File: config.mk
export PLATFORM = sky130hd
export DESIGN_NAME = metcfg_bank
export DESIGN_NICKNAME = d
export VERILOG_FILES = /design/src/metcfg_pkg.sv /design/src/metcfg_clkdiv.sv /design/src/metcfg_bank.sv
export SDC_FILE = /design/constraint.sdc
export NUM_CORES = 1
export LEC_CHECK = 0
export BUFFER_PORTS_ARGS = -buffer_cell sky130_fd_sc_hd__buf_2
export CAP_MARGIN = 20
export CORE_UTILIZATION = 40
export CTS_BUF_LIST = sky130_fd_sc_hd__clkbuf_2 sky130_fd_sc_hd__clkbuf_4 sky130_fd_sc_hd__clkbuf_8
export CTS_CLUSTER_DIAMETER = 60
export CTS_CLUSTER_SIZE = 16
export DETAILED_ROUTE_END_ITERATION = 7
export PLACE_DENSITY_LB_ADDON = 0.25
export RECOVER_POWER = 50
export SYNTH_ARGS = -nofsm -noshare
export SYNTH_HDL_FRONTEND = slang
export SYNTH_HIERARCHICAL = 1
export SYNTH_SLANG_ARGS = --single-unit
File: constraint.sdc
create_clock -name mclk -period 1.9 [get_ports mclk]
set_clock_uncertainty 0.1 [all_clocks]
set_input_delay 0.285 -clock mclk [delete_from_list [all_inputs] [get_ports mclk]]
set_output_delay 0.285 -clock mclk [all_outputs]
set_load 0.01 [all_outputs]
File: src/metcfg_pkg.sv
// Constants, encodings and carrier types for the metering configuration bank.
// Assumes a byte-wide configuration port driven by the on-chip application processor.
package metcfg_pkg;

  // Byte addresses of the configuration space
  localparam logic [15:0] ADDR_CE_CTRL = 16'h2106;
  localparam logic [15:0] ADDR_CE_LOC = 16'h2109;
  localparam logic [15:0] ADDR_DIFF = 16'h210C;
  localparam logic [15:0] ADDR_CONV_DIV = 16'h2200;
  localparam logic [15:0] ADDR_ID_HIGH = 16'h2300;
  localparam logic [15:0] ADDR_ID_LOW = 16'h2301;
  localparam logic [15:0] ADDR_ANALOG = 16'h2704;
  localparam logic [15:0] ADDR_REMOTE = 16'h2709;
  localparam logic [15:0] ADDR_BATT = 16'h2885;
  localparam logic [3:0] CFG_SPACE_NIBBLE = 4'h2;

  // Field positions inside their bytes
  localparam int CE_EN_BIT = 0;
  localparam int REF_CHOP_LSB = 2;
  localparam int LOC_LSB = 0;
  localparam int DIFF01_BIT = 4;
  localparam int DIFF23_BIT = 5;
  localparam int DIFF45_BIT = 6;
  localparam int CONV_DIV_BIT = 5;
  localparam int BATT_LOAD_BIT = 3;
  localparam int CONV_EN_BIT = 4;
  localparam int REMOTE_CHOP_LSB = 6;
  localparam int LOC_BASE_SHIFT = 10;

  // Chop select encodings
  typedef enum logic [1:0] {
    CHOP_AUTO_A = 2'b00,
    CHOP_POS = 2'b01,
    CHOP_NEG = 2'b10,
    CHOP_AUTO_B = 2'b11
  } metcfg_chop_e;

  // Reset values
  localparam logic [5:0] LOC_RESET = 6'h1F;
  localparam logic [2:0] DIFF_RESET = 3'h0;
  localparam logic FLAG_RESET = 1'b0;
  localparam metcfg_chop_e CHOP_SEL_RESET = CHOP_AUTO_A;
  localparam logic CHOP_STATE_RESET = 1'b1;
  localparam logic [7:0] BYTE_RESET = 8'h00;
  // Wake values, kept apart from reset values
  localparam logic [5:0] LOC_WAKE = 6'h1F;
  localparam logic [2:0] DIFF_WAKE = 3'h0;
  localparam logic FLAG_WAKE = 1'b0;
  localparam metcfg_chop_e CHOP_SEL_WAKE = CHOP_AUTO_A;

  // Arbitrary neutral identity value
  localparam logic [15:0] PART_IDENTITY = 16'h0A5C;

  // Converter clock divider terminal counts (divide by 4 and by 8)
  localparam logic [2:0] CONV_DIV4_LAST = 3'h3;
  localparam logic [2:0] CONV_DIV8_LAST = 3'h7;

  // Master clock rates in Hz and divider shifts
  localparam logic [31:0] MCLK_SLOW_HZ = 32'h0060_0000;
  localparam logic [31:0] MCLK_FAST_HZ = 32'h012C_0000;
  localparam int DIV4_SHIFT = 2;
  localparam int DIV8_SHIFT = 3;

  // Processor access to configuration space
  typedef struct packed {
    logic [15:0] addr;
    logic [7:0] wdata;
    logic wr;
    logic rd;
  } metcfg_bus_s;

  // All state of the bank except the converter clock divider counter and tick
  typedef struct packed {
    logic ce_enable;
    metcfg_chop_e ref_chop_sel;
    logic [5:0] loc;
    logic [2:0] diff;
    logic conv_div;
    logic batt_load;
    logic conv_enable;
    metcfg_chop_e remote_chop_sel;
    logic ref_chop;
    logic remote_chop;
    logic sync_prev;
    logic [7:0] batt_level;
    logic [7:0] rdata;
    logic rvalid;
    logic [31:0] rate_hz;
  } metcfg_state_s;

  // State of the converter clock divider
  typedef struct packed {
    logic [2:0] count;
    logic tick;
  } metcfg_div_s;

endpackage : metcfg_pkg

File: src/metcfg_clkdiv.sv
// Converter and filter clock enable divider.
// Assumes enable and div8 come from flops of the configuration bank.
`timescale 1ns/1ps
`default_nettype none
module metcfg_clkdiv (
  input wire logic mclk, // Master clock
  input wire logic resetn, // Synchronous reset, active low
  input wire logic enable, // Converter enabled
  input wire logic div8, // 1 divides by eight, 0 by four
  output logic tick // One-cycle converter clock enable
);

  metcfg_pkg::metcfg_div_s st;
  metcfg_pkg::metcfg_div_s next_st;
  logic [2:0] last;

  assign last = div8 ? metcfg_pkg::CONV_DIV8_LAST : metcfg_pkg::CONV_DIV4_LAST;

  // Counter; wraps on or above the terminal so a ratio change never stalls it
  always_comb begin
    next_st = st;
    next_st.tick = 1'b0;
    if (!enable) begin
      next_st.count = 3'h0;
    end else if (st.count >= last) begin
      next_st.count = 3'h0;
      next_st.tick = 1'b1;
    end else begin
      next_st.count = st.count + 3'h1;
    end
    if (!resetn) begin
      next_st.count = 3'h0;
      next_st.tick = 1'b0;
    end
  end

  // State register
  always_ff @(posedge mclk) begin
    st <= next_st;
  end

  assign tick = st.tick;
endmodule : metcfg_clkdiv
`default_nettype wire

File: src/metcfg_bank.sv
// Metering configuration and status bank: converter, compute engine, chop and pairing bits.
// Assumes the application processor gives one-cycle rd/wr strobes synchronous to mclk,
// and that mux_frame_sync, accum_end and the battery sample are synchronous to mclk.
`timescale 1ns/1ps
`default_nettype none
module metcfg_bank (
  input wire logic mclk, // System clock
  input wire logic resetn, // Synchronous reset, active low
  input wire logic wake, // One-cycle wake event
  input wire metcfg_pkg::metcfg_bus_s bus, // Processor configuration access
  output logic [7:0] rdata, // Read data, one cycle after rd
  output logic rvalid, // Read data valid pulse
  input wire logic pll_fast, // Fast master clock selected
  input wire logic mux_frame_sync, // Internal mux frame sync
  input wire logic accum_end, // Current sync edge ends an accumulation
  input wire logic [7:0] battery_sample, // Battery measurement from the monitor
  input wire logic battery_sample_valid, // New battery measurement strobe
  output logic converter_enable, // Converter powered
  output logic reference_enable, // Voltage reference powered
  output logic converter_clk_en, // Converter and filter clock enable pulse
  output logic [31:0] converter_rate_hz, // Resulting converter clock rate
  output logic battery_load_enable, // Test load on backup battery
  output logic compute_engine_enable, // Compute engine running
  output logic [15:0] program_base, // Compute engine program start address
  output logic reference_chop, // Bandgap chop state, 1 is positive
  output logic remote_chop, // Remote sensor chop state, 1 is positive
  output logic [2:0] diff_enable // Pairs 4/5, 2/3, 0/1 differential
);

  metcfg_pkg::metcfg_state_s st;
  metcfg_pkg::metcfg_state_s next_st;
  logic sync_rise;
  logic [7:0] rd_byte;

  // Address lies in the configuration window
  function automatic logic in_cfg_space(input logic [15:0] addr);
    return addr[15:12] == metcfg_pkg::CFG_SPACE_NIBBLE;
  endfunction : in_cfg_space

  // Write strobe aimed at one configuration byte
  function automatic logic write_hit(input metcfg_pkg::metcfg_bus_s b, input logic [15:0] addr);
    return b.wr && in_cfg_space(b.addr) && (b.addr == addr);
  endfunction : write_hit

  // Next chop state for a select; auto modes alternate unless suppressed
  function automatic logic chop_next(input metcfg_pkg::metcfg_chop_e sel, input logic cur,
                                     input logic hold);
    logic res;
    res = cur;
    unique case (sel)
      metcfg_pkg::CHOP_POS: res = 1'b1;
      metcfg_pkg::CHOP_NEG: res = 1'b0;
      metcfg_pkg::CHOP_AUTO_A, metcfg_pkg::CHOP_AUTO_B: res = hold ? cur : !cur;
    endcase
    return res;
  endfunction : chop_next

  assign sync_rise = mux_frame_sync && !st.sync_prev;

  // Read mux; reserved and out-of-window addresses return zero
  always_comb begin
    rd_byte = 8'h00;
    if (in_cfg_space(bus.addr)) begin
      unique case (bus.addr)
        metcfg_pkg::ADDR_CE_CTRL: begin
          rd_byte[metcfg_pkg::CE_EN_BIT] = st.ce_enable;
          rd_byte[metcfg_pkg::REF_CHOP_LSB +: 2] = st.ref_chop_sel;
        end
        metcfg_pkg::ADDR_CE_LOC: rd_byte[metcfg_pkg::LOC_LSB +: 6] = st.loc;
        metcfg_pkg::ADDR_DIFF: begin
          rd_byte[metcfg_pkg::DIFF01_BIT] = st.diff[0];
          rd_byte[metcfg_pkg::DIFF23_BIT] = st.diff[1];
          rd_byte[metcfg_pkg::DIFF45_BIT] = st.diff[2];
        end
        metcfg_pkg::ADDR_CONV_DIV: rd_byte[metcfg_pkg::CONV_DIV_BIT] = st.conv_div;
        metcfg_pkg::ADDR_ID_HIGH: rd_byte = metcfg_pkg::PART_IDENTITY[15:8];
        metcfg_pkg::ADDR_ID_LOW: rd_byte = metcfg_pkg::PART_IDENTITY[7:0];
        metcfg_pkg::ADDR_ANALOG: begin
          rd_byte[metcfg_pkg::BATT_LOAD_BIT] = st.batt_load;
          rd_byte[metcfg_pkg::CONV_EN_BIT] = st.conv_enable;
        end
        metcfg_pkg::ADDR_REMOTE: rd_byte[metcfg_pkg::REMOTE_CHOP_LSB +: 2] = st.remote_chop_sel;
        metcfg_pkg::ADDR_BATT: rd_byte = st.batt_level;
        default: rd_byte = 8'h00;
      endcase
    end
  end

  // Next state: writes, chop sequencing, reads, then wake and reset override
  always_comb begin
    next_st = st;
    next_st.rvalid = 1'b0;
    next_st.sync_prev = mux_frame_sync;
    if (battery_sample_valid) begin
      next_st.batt_level = battery_sample;
    end
    // fields change on a write here; wake and reset override them below
    if (write_hit(bus, metcfg_pkg::ADDR_CE_CTRL)) begin
      next_st.ce_enable = bus.wdata[metcfg_pkg::CE_EN_BIT];
      next_st.ref_chop_sel = metcfg_pkg::metcfg_chop_e'(bus.wdata[metcfg_pkg::REF_CHOP_LSB +: 2]);
    end
    if (write_hit(bus, metcfg_pkg::ADDR_CE_LOC)) begin
      next_st.loc = bus.wdata[metcfg_pkg::LOC_LSB +: 6];
    end
    if (write_hit(bus, metcfg_pkg::ADDR_DIFF)) begin
      next_st.diff = {bus.wdata[metcfg_pkg::DIFF45_BIT], bus.wdata[metcfg_pkg::DIFF23_BIT],
                      bus.wdata[metcfg_pkg::DIFF01_BIT]};
    end
    if (write_hit(bus, metcfg_pkg::ADDR_CONV_DIV)) begin
      next_st.conv_div = bus.wdata[metcfg_pkg::CONV_DIV_BIT];
    end
    if (write_hit(bus, metcfg_pkg::ADDR_ANALOG)) begin
      next_st.batt_load = bus.wdata[metcfg_pkg::BATT_LOAD_BIT];
      next_st.conv_enable = bus.wdata[metcfg_pkg::CONV_EN_BIT];
    end
    if (write_hit(bus, metcfg_pkg::ADDR_REMOTE)) begin
      next_st.remote_chop_sel =
        metcfg_pkg::metcfg_chop_e'(bus.wdata[metcfg_pkg::REMOTE_CHOP_LSB +: 2]);
    end
    // chop on sync edge; reference skips at accumulation end, remote does not
    if (sync_rise) begin
      next_st.ref_chop = chop_next(st.ref_chop_sel, st.ref_chop, accum_end);
      next_st.remote_chop = chop_next(st.remote_chop_sel, st.remote_chop, 1'b0);
    end
    // Reads return state before any same-cycle write
    if (bus.rd) begin
      next_st.rvalid = 1'b1;
      next_st.rdata = rd_byte;
    end
    next_st.rate_hz = (pll_fast ? metcfg_pkg::MCLK_FAST_HZ : metcfg_pkg::MCLK_SLOW_HZ)
                      >> (st.conv_div ? metcfg_pkg::DIV8_SHIFT : metcfg_pkg::DIV4_SHIFT);
    // wake reload beats a same-cycle write
    if (wake) begin
      next_st.ce_enable = metcfg_pkg::FLAG_WAKE;
      next_st.ref_chop_sel = metcfg_pkg::CHOP_SEL_WAKE;
      next_st.loc = metcfg_pkg::LOC_WAKE;
      next_st.diff = metcfg_pkg::DIFF_WAKE;
      next_st.conv_div = metcfg_pkg::FLAG_WAKE;
      next_st.batt_load = metcfg_pkg::FLAG_WAKE;
      next_st.conv_enable = metcfg_pkg::FLAG_WAKE;
      next_st.remote_chop_sel = metcfg_pkg::CHOP_SEL_WAKE;
    end
    if (!resetn) begin
      next_st.ce_enable = metcfg_pkg::FLAG_RESET;
      next_st.ref_chop_sel = metcfg_pkg::CHOP_SEL_RESET;
      next_st.loc = metcfg_pkg::LOC_RESET;
      next_st.diff = metcfg_pkg::DIFF_RESET;
      next_st.conv_div = metcfg_pkg::FLAG_RESET;
      next_st.batt_load = metcfg_pkg::FLAG_RESET;
      next_st.conv_enable = metcfg_pkg::FLAG_RESET;
      next_st.remote_chop_sel = metcfg_pkg::CHOP_SEL_RESET;
      next_st.ref_chop = metcfg_pkg::CHOP_STATE_RESET;
      next_st.remote_chop = metcfg_pkg::CHOP_STATE_RESET;
      next_st.sync_prev = 1'b0;
      next_st.batt_level = metcfg_pkg::BYTE_RESET;
      next_st.rdata = metcfg_pkg::BYTE_RESET;
      next_st.rvalid = 1'b0;
      next_st.rate_hz = metcfg_pkg::MCLK_SLOW_HZ >> metcfg_pkg::DIV4_SHIFT;
    end
  end

  // State register
  always_ff @(posedge mclk) begin
    st <= next_st;
  end

  metcfg_clkdiv u_clkdiv (
    .mclk(mclk),
    .resetn(resetn),
    .enable(st.conv_enable),
    .div8(st.conv_div),
    .tick(converter_clk_en)
  );

  // Outputs straight from state; converter and reference share one enable
  assign rdata = st.rdata;
  assign rvalid = st.rvalid;
  assign converter_enable = st.conv_enable;
  assign reference_enable = st.conv_enable;
  assign converter_rate_hz = st.rate_hz;
  assign battery_load_enable = st.batt_load;
  assign compute_engine_enable = st.ce_enable;
  assign program_base = {st.loc, 10'h000};
  assign reference_chop = st.ref_chop;
  assign remote_chop = st.remote_chop;
  assign diff_enable = st.diff;
endmodule : metcfg_bank
`default_nettype wire

# After elaboration in Yosys (flattened, before gate mapping)
# Index checks and enable logic that the tools add are counted.
# totals
ff_bits,73
out_inout_bits,67
elab_cells,76
# classes
add_sub_neg,1
order_cmp,1
eq_ne,17
shift,1
n_mux,17
bitwise_logic,2
reduce_logical,20
# ops
operator,count
"16-bit by 14-bit == test with 1-bit output, second input constant",9
25-bit by 2-bit right shift with 32-bit output,1
25-bit 2-to-1 mux,1
1-bit one-hot mux with 3 select lines,4
1-bit one-hot mux with 4 select lines,3
1-bit one-hot mux with 5 select lines,2
"2-bit == test, second input constant",4
1-bit logical AND,8
8-bit 2-to-1 mux,1
2-bit OR reduction,4
"2-bit by 1-bit == test with 1-bit output, second input constant",2
"4-bit by 2-bit == test with 1-bit output, second input constant",1
2-bit logical NOT,2
1-bit 2-to-1 mux,4
2-bit AND reduction,2
"3-bit by 1-bit adder with 3-bit output, second input constant",1
3-bit greater-or-equal comparator,1
1-bit logical NOT,3
3-bit 2-to-1 mux,1
3-bit OR reduction,1
"2-bit inequality test, second input constant",1
1-bit NOT,2
1-bit one-hot mux with 2 select lines,1

# Longest topological paths before layout
# Gate-level depths: netlist (run 1).
# depth
depth_word,4
ltp_mapped,7
mapped_depth_nobuf,7

# By module
# The synthesis (run 1) kept the hierarchy.
# by_module_without_submodules
module,n_inst,cells_each,area_each_um2,seq_area_each_um2
metcfg_bank,1,290,2571.2,860.8
metcfg_clkdiv,1,17,178.9,80.1

# Worst setup path after synthesis (run 1)
# OpenSTA, ideal clock, no wires.
# synth_timing
path_type,input to register
from,in bus[22] (netlist name)
to,"reg st, in the netlist program_base[10]"
setup_time_ps,127
t_arrival_ps,1720
t_required_ps,1673
slack_ps,-47
cell_stages,6
cell_sequence,or4b_4 buf_6 nor4_4 nand2_4 mux2i_1 nand2_1
# synth_via
elab_chain_len,3
elab_cells_between_ends,4
# synth_lines
element,line,source
"start, declared",metcfg_bank.sv:10,"input wire metcfg_pkg::metcfg_bus_s bus,"
4-bit by 2-bit == test with 1-bit output,metcfg_bank.sv:37,return addr[15:12] == metcfg_pkg::CFG_SPACE_NIBBLE;
1-bit logical AND,metcfg_bank.sv:42,return b.wr && in_cfg_space(b.addr) && (b.addr == addr);
1-bit logical AND (*),metcfg_bank.sv:42,
"end signal, assigned",metcfg_bank.sv:164,st <= next_st;
"end, declared",metcfg_bank.sv:30,metcfg_pkg::metcfg_state_s st;
# Mark *: on every way between the ends. The rest lies on a longest branch, timed or not.
# A chain may end at the register's enable or synchronous reset.

# Worst setup path after layout (run 1)
# layout_timing
from,in bus[24] (netlist name)
to,"reg st, in the netlist rdata[4]"
# layout_via
elab_chain_len,3
elab_cells_between_ends,8
# layout_lines
element,line,source
16-bit by 14-bit == test with 1-bit output,metcfg_bank.sv:64,unique case (bus.addr)
1-bit one-hot mux with 5 select lines,metcfg_bank.sv:64,
8-bit 2-to-1 mux (*),metcfg_bank.sv:63,if (in_cfg_space(bus.addr)) begin
# Marked as above.

==> results of run 1 <==
## cell families (layout without fill, tap and decap cells)
| kind of cell | Yosys count | count (layout) | share of synthesized area [%] |
|---|---|---|---|
| AND/OR/NAND/NOR | 119 | 119 | 28.66 |
| buffers and inverters | 76 | 113 | 19.15 |
| other | 1 | 34 | 0.1364 |
| flip-flops | 47 | 47 | 34.21 |
| XOR/XNOR | 1 | 1 | 0.3185 |
| multiplexers | 16 | 16 | 5.823 |
| AO/OA/AOI/OAI | 43 | 43 | 9.873 |
| adder cells (fa/ha/maj) | 4 | 4 | 1.820 |
## path summary, 6_finish.rpt
kind	start	endpoint	slack [ns]	depth (start not counted)
max reg2reg	diff_enable[0]$_SDFFE_PP0P_	rdata[4]$_SDFFE_PN0P_	0.14	6
min reg2reg	rdata[4]$_SDFFE_PN0P_	rdata[4]$_SDFFE_PN0P_	0.36	2
max	bus[24]	rdata[4]$_SDFFE_PN0P_	0.07	7
min	bus[3]	program_base[11]$_SDFFE_PP1P_	0.10	3
## final cells by class
type,count,area (um^2),share of cell area [%]
timing repair buffer,100,538.0,17.28
clock buffer,6,82.58,2.653
multi-input combinational,217,1428,45.86
clock inverter,1,5.005,0.1608
sequential,47,940.9,30.23
inverter,6,22.52,0.7235
tap,77,96.34,3.095
## cells in the mapped netlist (all sizes together) (2+ instances only)
master and instances:
buf 63, dfxtp 47, nand2 31, nor2b 19, a21oi 16, mux2i 16
nand3 12, o21ai 11, nor2 9, nor4 9, clkbuf 7, inv 6
nor4b 6, and2 5, ha 4, nand2b 4, or4b 4, a222oi 3
nand3b 3, nor4bb 3, or4 3, a2111oi 2, a211oi 2, a22oi 2
a31oi 2, nor3 2, nor3b 2
## stage by stage
step | cells | setup slack (ns) | total power (uW)
2_1_floorplan | 340 | -0.02770 | 1211
6_report | 454 | 0.06788 | 1831
4_1_cts | 454 | 0.1120 | 1853
3_5_place_dp | 447 | -0.1844 | 1264
3_3_place_gp | 447 | -0.1649 | 1261
5_1_grt | 454 | 0.01707 | 1919
## state kept, by name, indices dropped and copies added, names as in the netlist
name                   count
converter_enable           1
program_base               6
u_clkdiv/tick              1
converter_rate_hz          6
st                        14
rvalid                     1
battery_load_enable        1
reference_chop             1
compute_engine_enable      1
rdata                      8
remote_chop                1
diff_enable                3
u_clkdiv/st                3
## critical path: stages
cell and delay, ns:
buf_2 0.10, or4b_4 0.66, nor4_4 0.27, nor4bb_2 0.24, a2111oi_0 0.13, buf_4 0.17, o21ai_1 0.10
## power by group
part | leakage (uW) | switching (uW) | internal, uW
logic | 0.000919 | 134 | 94.9
registers | 0.000382 | 10.1 | 1000
clock network | 0.0000470 | 303 | 286
## routing by layer
metal | global-route usage, % | share of wire (%) | vias up
met1 | 23.31 | 47 | 1057
met5 | 0 | 0 | -
met4 | 3.236 | 0.44 | 0
met2 | 29.12 | 47 | 81
met3 | 3.405 | 5.5 | 4
li1 | - | - | 1129
## placed cells by master, fill, tap and decap left out, drive strengths merged, types with 5 or more instances in the layout
master,synthesis,final
clkbuf,7,30
o21ai,11,11
nor2,9,9
nand2,31,31
nor2b,19,19
mux2i,16,16
nor4,9,9
buf,63,76
nor4b,6,6
and2,5,5
dfxtp,47,47
a21oi,16,16
inv,6,6
conb,1,34
nand3,12,12
==> impl_metrics.py, run 1 <==
metrics = {
    "synthesis": {
        "ys_seq_area_share_pct": 34.21,
        "synthDistinctLibCells": 51,
        "yosys.area.top_type": "dfxtp_1",
        "synth_area_leaders": "dfxtp_1, buf_4, mux2i_1",
        "netlist_instances": 307,
        "synth_seq_cells": 47,
        "ys_warn_count": 6,
        "synth_edf_count": 0,
        "async_flop_share_pct": 0,
        "synth_top_flop_cell": "dfxtp_1",
        "netlist_area_um2": 2750,
        "syn_avg_cell_area_um2": 8.958,
        "yosysTopAreaCellShare_pct": 34.21,
    },
    "power": {
        "p_per_area_nw_per_um2": 588.0,
        "total_leakage_power_uw": 0.001348,
        "ir_drop_v": 0.0003186,
    },
    "clocking": {
        "tritoncts": "built",
        "cts_buffer_depth": 2,
        "cts_root_buf": "clkbuf_8",
        "htreeDepth": 2,
        "clk_latency_ns": 0.29,
        "clkSinkCount": 47,
        "path_clk_slew_ns": 0.08,
        "cts_inserted_buffers": 5,
        "post_cts_resized": 0,
        "cts_hold_buf": 0,
        "post_cts_buffers": 0,
    },
    "routing": {
        "wl_per_cell_um": 13.61,
        "drtIter0Drc": 135,
        "wl_um": 6179,
        "postRouteAntennaNets": 0,
        "drc_errors": 8,
        "num_vias": 2271,
        "dr.pass1.iters": 6,
        "viasPerCell": 5.002,
    },
    "sta": {
        "hold_viol": 0,
        "relSlewSlack_pct": 39.83,
        "setup_violations": 0,
        "tns_ns": 0,
        "hold_ws_ns": 0.1043,
        "fin_crit_ns": 1.832,
        "post-route-period-util_pct": 96.43,
        "final_max_slew_viol_count": 0,
        "rsz0062_at_grt": "false",
        "worstMarginPinSlew_ns": 0.9026,
        "max_freq_ghz": 0.5458,
    },
    "status": {
        "failed_checks": "design-rule violations",
        "status": "complete, but fails checks",
    },
    "layout": {
        "fillers": 682,
        "drive_above_1_share_pct": 25.99,
        "final_core_util_pct": 47.93,
        "area_growth_syn_to_layout_pct": 13.19,
        "nets": 422,
        "fin_area_um2": 3113,
        "num_antenna_cells": 0,
    },
    "global_route": {
        "grt_max_degree": 24,
        "grt_first_pass_wirelength_um": 9860,
        "overflow": 0,
        "grt_util_all_layers_pct": 17.32,
        "grt_pass1_vias": 2084,
        "grt_antenna_before_repair": 0,
    },
    "floorplan": {
        "row_count": 29,
        "dieArea_um2": 7211,
        "die-height_um": 84.92,
        "core_um2": 6495,
        "initial_core_util_pct": 42.34,
        "io_pins": 108,
        "die_x_um": 84.92,
    },
    "place": {
        "gp_congestion": 0.8830,
        "portBuffers": 73,
        "post-dp-hpwl_um": 4881,
        "post_dp_cell_area_um2": 3034,
    },
    "setup_path": {
        "worstPathMaxFanout": 11,
        "crit_type": "input pin to flop",
        "crit_path_start_kind": "input pin",
        "arrival_ns": 1.96,
        "crit_required_ns": 2.02,
        "end_kind": "flop",
    },
    "job": {
        "max-cap-violations": 0,
    },
    "min_path": {
        "hold_path.class": "input pin to flop",
    },
}
No activity file was read; power rests on OpenSTA's default activity.
==> inputs of run 2 (changes only) <==
--- a/config.mk
+++ b/config.mk
@@ -14,6 +14,7 @@
 export DETAILED_ROUTE_END_ITERATION = 7
 export PLACE_DENSITY_LB_ADDON = 0.25
 export RECOVER_POWER = 50
+export SETUP_SLACK_MARGIN = 0.3
 export SYNTH_ARGS = -nofsm -noshare
 export SYNTH_HDL_FRONTEND = slang
 export SYNTH_HIERARCHICAL = 1
==> impl_metrics.py, run 2 (synthesized netlist as in run 1, its figures left out) <==
metrics = {
    "status": {
        "status": "complete, but fails checks",
        "failed_checks": "design-rule violations",
    },
    "global_route": {
        "grt_antenna_before_repair": 0,
        "grt_pass1_vias": 2121,
        "grt_max_degree": 16,
        "grt_first_pass_wirelength_um": 10300,
        "grt_util_all_layers_pct": 18.36,
        "overflow": 0,
    },
    "place": {
        "portBuffers": 73,
        "post-dp-hpwl_um": 4916,
        "gp_congestion": 0.8057,
        "placed_cells": 452,
    },
    "sta": {
        "max_freq_ghz": 0.5653,
        "final_max_slew_viol_count": 0,
        "setup_violations": 0,
        "fin_crit_ns": 1.769,
        "rsz0062_at_grt": "true",
        "hold_viol": 0,
        "post-route-period-util_pct": 93.11,
        "worstMarginPinSlew_ns": 0.5258,
        "relSlewSlack_pct": 64.95,
    },
    "clocking": {
        "cts_root_buf": "clkbuf_8",
        "clk_latency_ns": 0.30,
        "path_clk_slew_ns": 0.08,
        "cts_hold_buf": 0,
        "htreeDepth": 2,
        "cts_buffer_depth": 2,
        "tritoncts": "built",
        "cts_inserted_buffers": 5,
        "clkSinkCount": 47,
    },
    "power": {
        "p_total_uw": 2002,
        "total_leakage_power_uw": 0.001496,
        "ir_drop_v": 0.0003835,
        "p_per_area_nw_per_um2": 586.8,
    },
    "layout": {
        "drive_above_1_share_pct": 31.81,
        "regMostFlops": "st",
        "num_antenna_cells": 0,
        "area_growth_syn_to_layout_pct": 24.02,
        "final_cells": 470,
        "largest_register_ffs": 14,
        "final_common_cell": "dfxtp_1",
        "nets": 438,
        "final_cell_mix": "dfxtp_1, buf_2, conb_1",
    },
    "min_path": {
        "hold_path.class": "input pin to flop",
    },
    "floorplan": {
        "io_pins": 108,
        "row_count": 29,
        "dieArea_um2": 7211,
        "die_x_um": 84.92,
        "die-height_um": 84.92,
        "initial_core_util_pct": 42.34,
        "core_um2": 6495,
    },
    "routing": {
        "drtIter0Drc": 129,
        "postRouteAntennaNets": 0,
        "drc_errors": 9,
        "num_vias": 2351,
        "met2WireLength_um": 3085,
        "wl_met1_um": 3030,
        "top_layer_used": "met4",
        "dr.pass1.iters": 8,
        "wl_met3_um": 498,
        "wl_per_cell_um": 14.21,
        "wl_um": 6679,
        "viasPerCell": 5.002,
    },
    "setup_path": {
        "worstPathMaxFanout": 6,
        "crit_chain": "buf_8 > or4b_4 > buf_6 > nor4_4 > buf_4 > a22o_1 > a211oi_1 > o21ai_1",
        "slowest_delay_ns": 0.59,
        "slowest_stage": "or4b_4",
        "crit_type": "input pin to flop",
        "cp_num_buf_inv": 3,
        "arrival_ns": 1.91,
        "end_kind": "flop",
        "crit_family": "simple AND/OR/NAND/NOR gates",
        "crit_required_ns": 2.04,
        "crit_path_start_kind": "input pin",
    },
    "job": {
        "max-cap-violations": 0,
    },
}
run 2: cell types whose count changed in the layout (fill, tap and decap cells not counted), moves of 3 or more:
cell	delta
buf_6	+12
nand2_1	-7
clkbuf_1	+3
buf_2	-7
buf_4	+5
nand2_2	+5
run 2: routing by layer:
metal	vias up	GRT usage, %
li1	1165	-
met5	-	0
met4	0	5.701
met2	89	28.53
met3	6	4.377
met1	1091	25.26
run 2: final timing paths:
check | startpoint | end | slack [ns] | cells after the start
max | bus[20] | rdata[6]$_SDFFE_PN0P_ | 0.13 | 8
max reg2reg | diff_enable[0]$_SDFFE_PP0P_ | rdata[4]$_SDFFE_PN0P_ | 0.42 | 5
min | bus[3] | program_base[11]$_SDFFE_PP1P_ | 0.09 | 3
min reg2reg | rdata[4]$_SDFFE_PN0P_ | rdata[4]$_SDFFE_PN0P_ | 0.36 | 2
run 2: timing repair:
item | CTS | global route
cloned | 1 | 0
setup buffers | 6 | 4
resized for setup | 22 | 16
pin swaps | 19 | 15
endpoints found under the setup margin | 25 | 25
run 2: power by group:
part / switching [uW] / total, uW / internal [uW]
Clock: 326 / 726 / 400
Sequential: 10.1 / 1010 / 1000
Combinational: 145 / 262 / 118
Total: 480 / 2000 / 1520
run 2: tightest hold or removal path: stages:
cell and delay (ns):
buf_2 0.07, mux2i_1 0.05, nand2_1 0.05
run 2: cell type report:
| cell class | count | area [um^2] |
|---|---|---|
| Clock buffer | 6 | 76.32 |
| Clock inverter | 1 | 30.03 |
| Fill cell | 647 | 3084 |
| Inverter | 6 | 22.52 |
| Multi-Input combinational cell | 218 | 1523 |
| Sequential cell | 47 | 940.9 |
| Tap cell | 77 | 96.34 |
| Timing Repair Buffer | 115 | 721.9 |
run 2: per-stage QoR:
stage                     hold slack, ns  worst slack [ns]  util [%]  TNS [ns]  cell area (um^2)
final                            0.08737            0.1310     52.51         0              3411
after detailed placement          0.3500           -0.1763     47.49    -3.266              3084
after CTS                        0.08979            0.1878     51.63         0              3353
after global routing              0.1173            0.1044     52.51         0              3411
after floorplan                   0.3094          -0.02615         -   -0.1465              2880
after global placement            0.3479           -0.1476     47.49    -2.928              3084
==> inputs of run 3 (changes only) <==
==> constraint.sdc (replaced) <==
create_clock -name mclk -period 1.9 [get_ports mclk]
set_clock_uncertainty 0.1 [all_clocks]
set_input_delay 0.095 -clock mclk [delete_from_list [all_inputs] [get_ports mclk]]
set_output_delay 0.095 -clock mclk [all_outputs]
set_load 0.01 [all_outputs]
==> impl_metrics.py, run 3 (synthesized netlist as in run 1, its figures left out) <==
metrics = {
    "setup_path": {
        "arrival_ns": 1.63,
        "r2r_end": "rdata[4]$_SDFFE_PN0P_",
        "r2r-start": "diff_enable[0]$_SDFFE_PP0P_",
        "worstPathMaxFanout": 8,
        "crit_type": "input pin to flop",
        "crit_required_ns": 1.98,
        "r2r_slack_ns": 0.35,
        "crit_path_start_kind": "input pin",
        "end_kind": "flop",
        "r2r_cells": 5,
    },
    "layout": {
        "final_cells": 467,
        "area_growth_syn_to_layout_pct": 19.11,
        "final_cell_mix": "dfxtp_1, buf_2, conb_1",
        "drive_above_1_share_pct": 23.59,
        "multi_input_area_um2": 1439,
        "regArea_um2": 940.9,
        "nets": 434,
        "largest_register_ffs": 14,
        "fillers": 637,
        "num_antenna_cells": 0,
        "regMostFlops": "st",
    },
    "sta": {
        "rsz0062_at_grt": "true",
        "setup_slack_ns": 0.3493,
        "relSlewSlack_pct": 63.89,
        "worstMarginPinSlew_ns": 0.5403,
        "hold_viol": 0,
        "max_freq_ghz": 0.6449,
        "setup_violations": 0,
        "final_max_slew_viol_count": 0,
        "post-route-period-util_pct": 81.61,
        "fin_crit_ns": 1.551,
    },
    "clocking": {
        "cts_root_buf": "clkbuf_8",
        "tritoncts": "built",
        "clkSinkCount": 47,
        "htreeDepth": 2,
        "path_clk_slew_ns": 0.08,
        "clk_latency_ns": 0.30,
        "cts_inserted_buffers": 5,
        "cts_buffer_depth": 2,
    },
    "global_route": {
        "grt_first_pass_wirelength_um": 10010,
        "grt_max_degree": 16,
        "grt_antenna_before_repair": 0,
        "grt_util_all_layers_pct": 17.48,
        "overflow": 0,
        "grt_pass1_vias": 2096,
    },
    "floorplan": {
        "row_count": 29,
        "die-height_um": 84.92,
        "io_pins": 108,
        "die_x_um": 84.92,
        "initial_core_util_pct": 42.34,
        "core_um2": 6495,
        "dieArea_um2": 7211,
    },
    "routing": {
        "viasPerCell": 4.912,
        "wl_um": 6300,
        "wl_per_cell_um": 13.49,
        "postRouteAntennaNets": 0,
        "drtIter0Drc": 146,
        "drc_errors": 8,
        "dr.pass1.iters": 6,
        "num_vias": 2294,
    },
    "job": {
        "max-cap-violations": 0,
    },
    "place": {
        "gp_congestion": 0.8505,
        "placed_cells": 435,
        "portBuffers": 73,
        "post-dp-hpwl_um": 4794,
        "place_ws_ns": -0.03964,
    },
    "min_path": {
        "whs_path_depth": 3,
        "worstHoldStart": "resetn",
        "hold_path_end": "u_clkdiv/st[2]$_SDFF_PP0_",
        "hold_path.class": "input pin to flop",
    },
    "status": {
        "failed_checks": "design-rule violations",
        "status": "complete, but fails checks",
    },
    "power": {
        "total_leakage_power_uw": 0.001393,
        "ir_drop_v": 0.0003469,
        "p_total_uw": 1859,
        "p_per_area_nw_per_um2": 567.4,
    },
}
==> run 3: cell count changes in the layout (fill, tap and decap cells not counted), moves of 4 or more <==
cell / delta
dlygate4sd3_1: +19
buf_4: -14
nand2_1: +6
buf_2: +5
nand2_2: -4
buf_6: -9
==> run 3: worst max path at each step <==
stage	from	end	slack [ns]	cells after the start
2_1_floorplan	bus[15]	program_base[10]$_SDFFE_PP1P_	0.16	6
3_3_place_gp	bus[22]	battery_load_enable$_SDFFE_PP0P_	-0.01	6
3_5_place_dp	bus[22]	converter_enable$_SDFFE_PP0P_	-0.04	6
4_1_cts	bus[15]	diff_enable[1]$_SDFFE_PP0P_	0.33	8
5_1_grt	diff_enable[0]$_SDFFE_PP0P_	rdata[4]$_SDFFE_PN0P_	0.25	5
6_report	bus[17]	program_base[12]$_SDFFE_PP1P_	0.35	7
==> run 3: timing repair <==
action,in CTS,in global routing
setup endpoints to repair,3,18
gates resized for setup,2,7
buffers inserted,0,5
pin swaps,0,6
gates cloned,0,0
endpoints found under the hold margin,27,0
hold buffers,19,0
==> run 3: routing by layer <==
metal,vias to the layer above,GRT usage (%),wire length [um]
met5,-,0,0
met4,0,3.236,21
met3,3,3.307,437
met2,86,28.53,2896
met1,1048,24.34,2946
li1,1157,-,-
==> run 3: critical path, cell delays in order <==
cell	delay, ns
buf_6	0.09
or4_4	0.62
nor4_4	0.30
buf_4	0.19
nand2_8	0.08
mux2i_1	0.18
nand2_1	0.07
==> run 3: final cells by class <==
class | count | area share [%]
multi-input combinational | 217 | 43.93
sequential | 47 | 28.72
timing repair buffer | 112 | 21.01
tap | 77 | 2.941
clock buffer | 5 | 2.101
inverter | 6 | 0.6875
clock inverter | 3 | 0.6112
==> run 3: through the flow <==
step                      utilization, %  setup TNS (ns)  cell area [um^2]  hold WS, ns
after floorplan                        -               0              2880       0.1194
after global placement             45.33        -0.01616              2944       0.2043
after detailed placement           45.33        -0.07731              2944       0.2110
after CTS                          49.74               0              3231      0.04606
after global routing               50.43               0              3276      0.05340
final                              50.43               0              3276      0.05223
==> run 3: report_power, final <==
part           internal [uW]  switching (uW)  total [uW]
Combinational            112             136         248
Sequential              1000            10.0        1010
Clock                    256             341         597
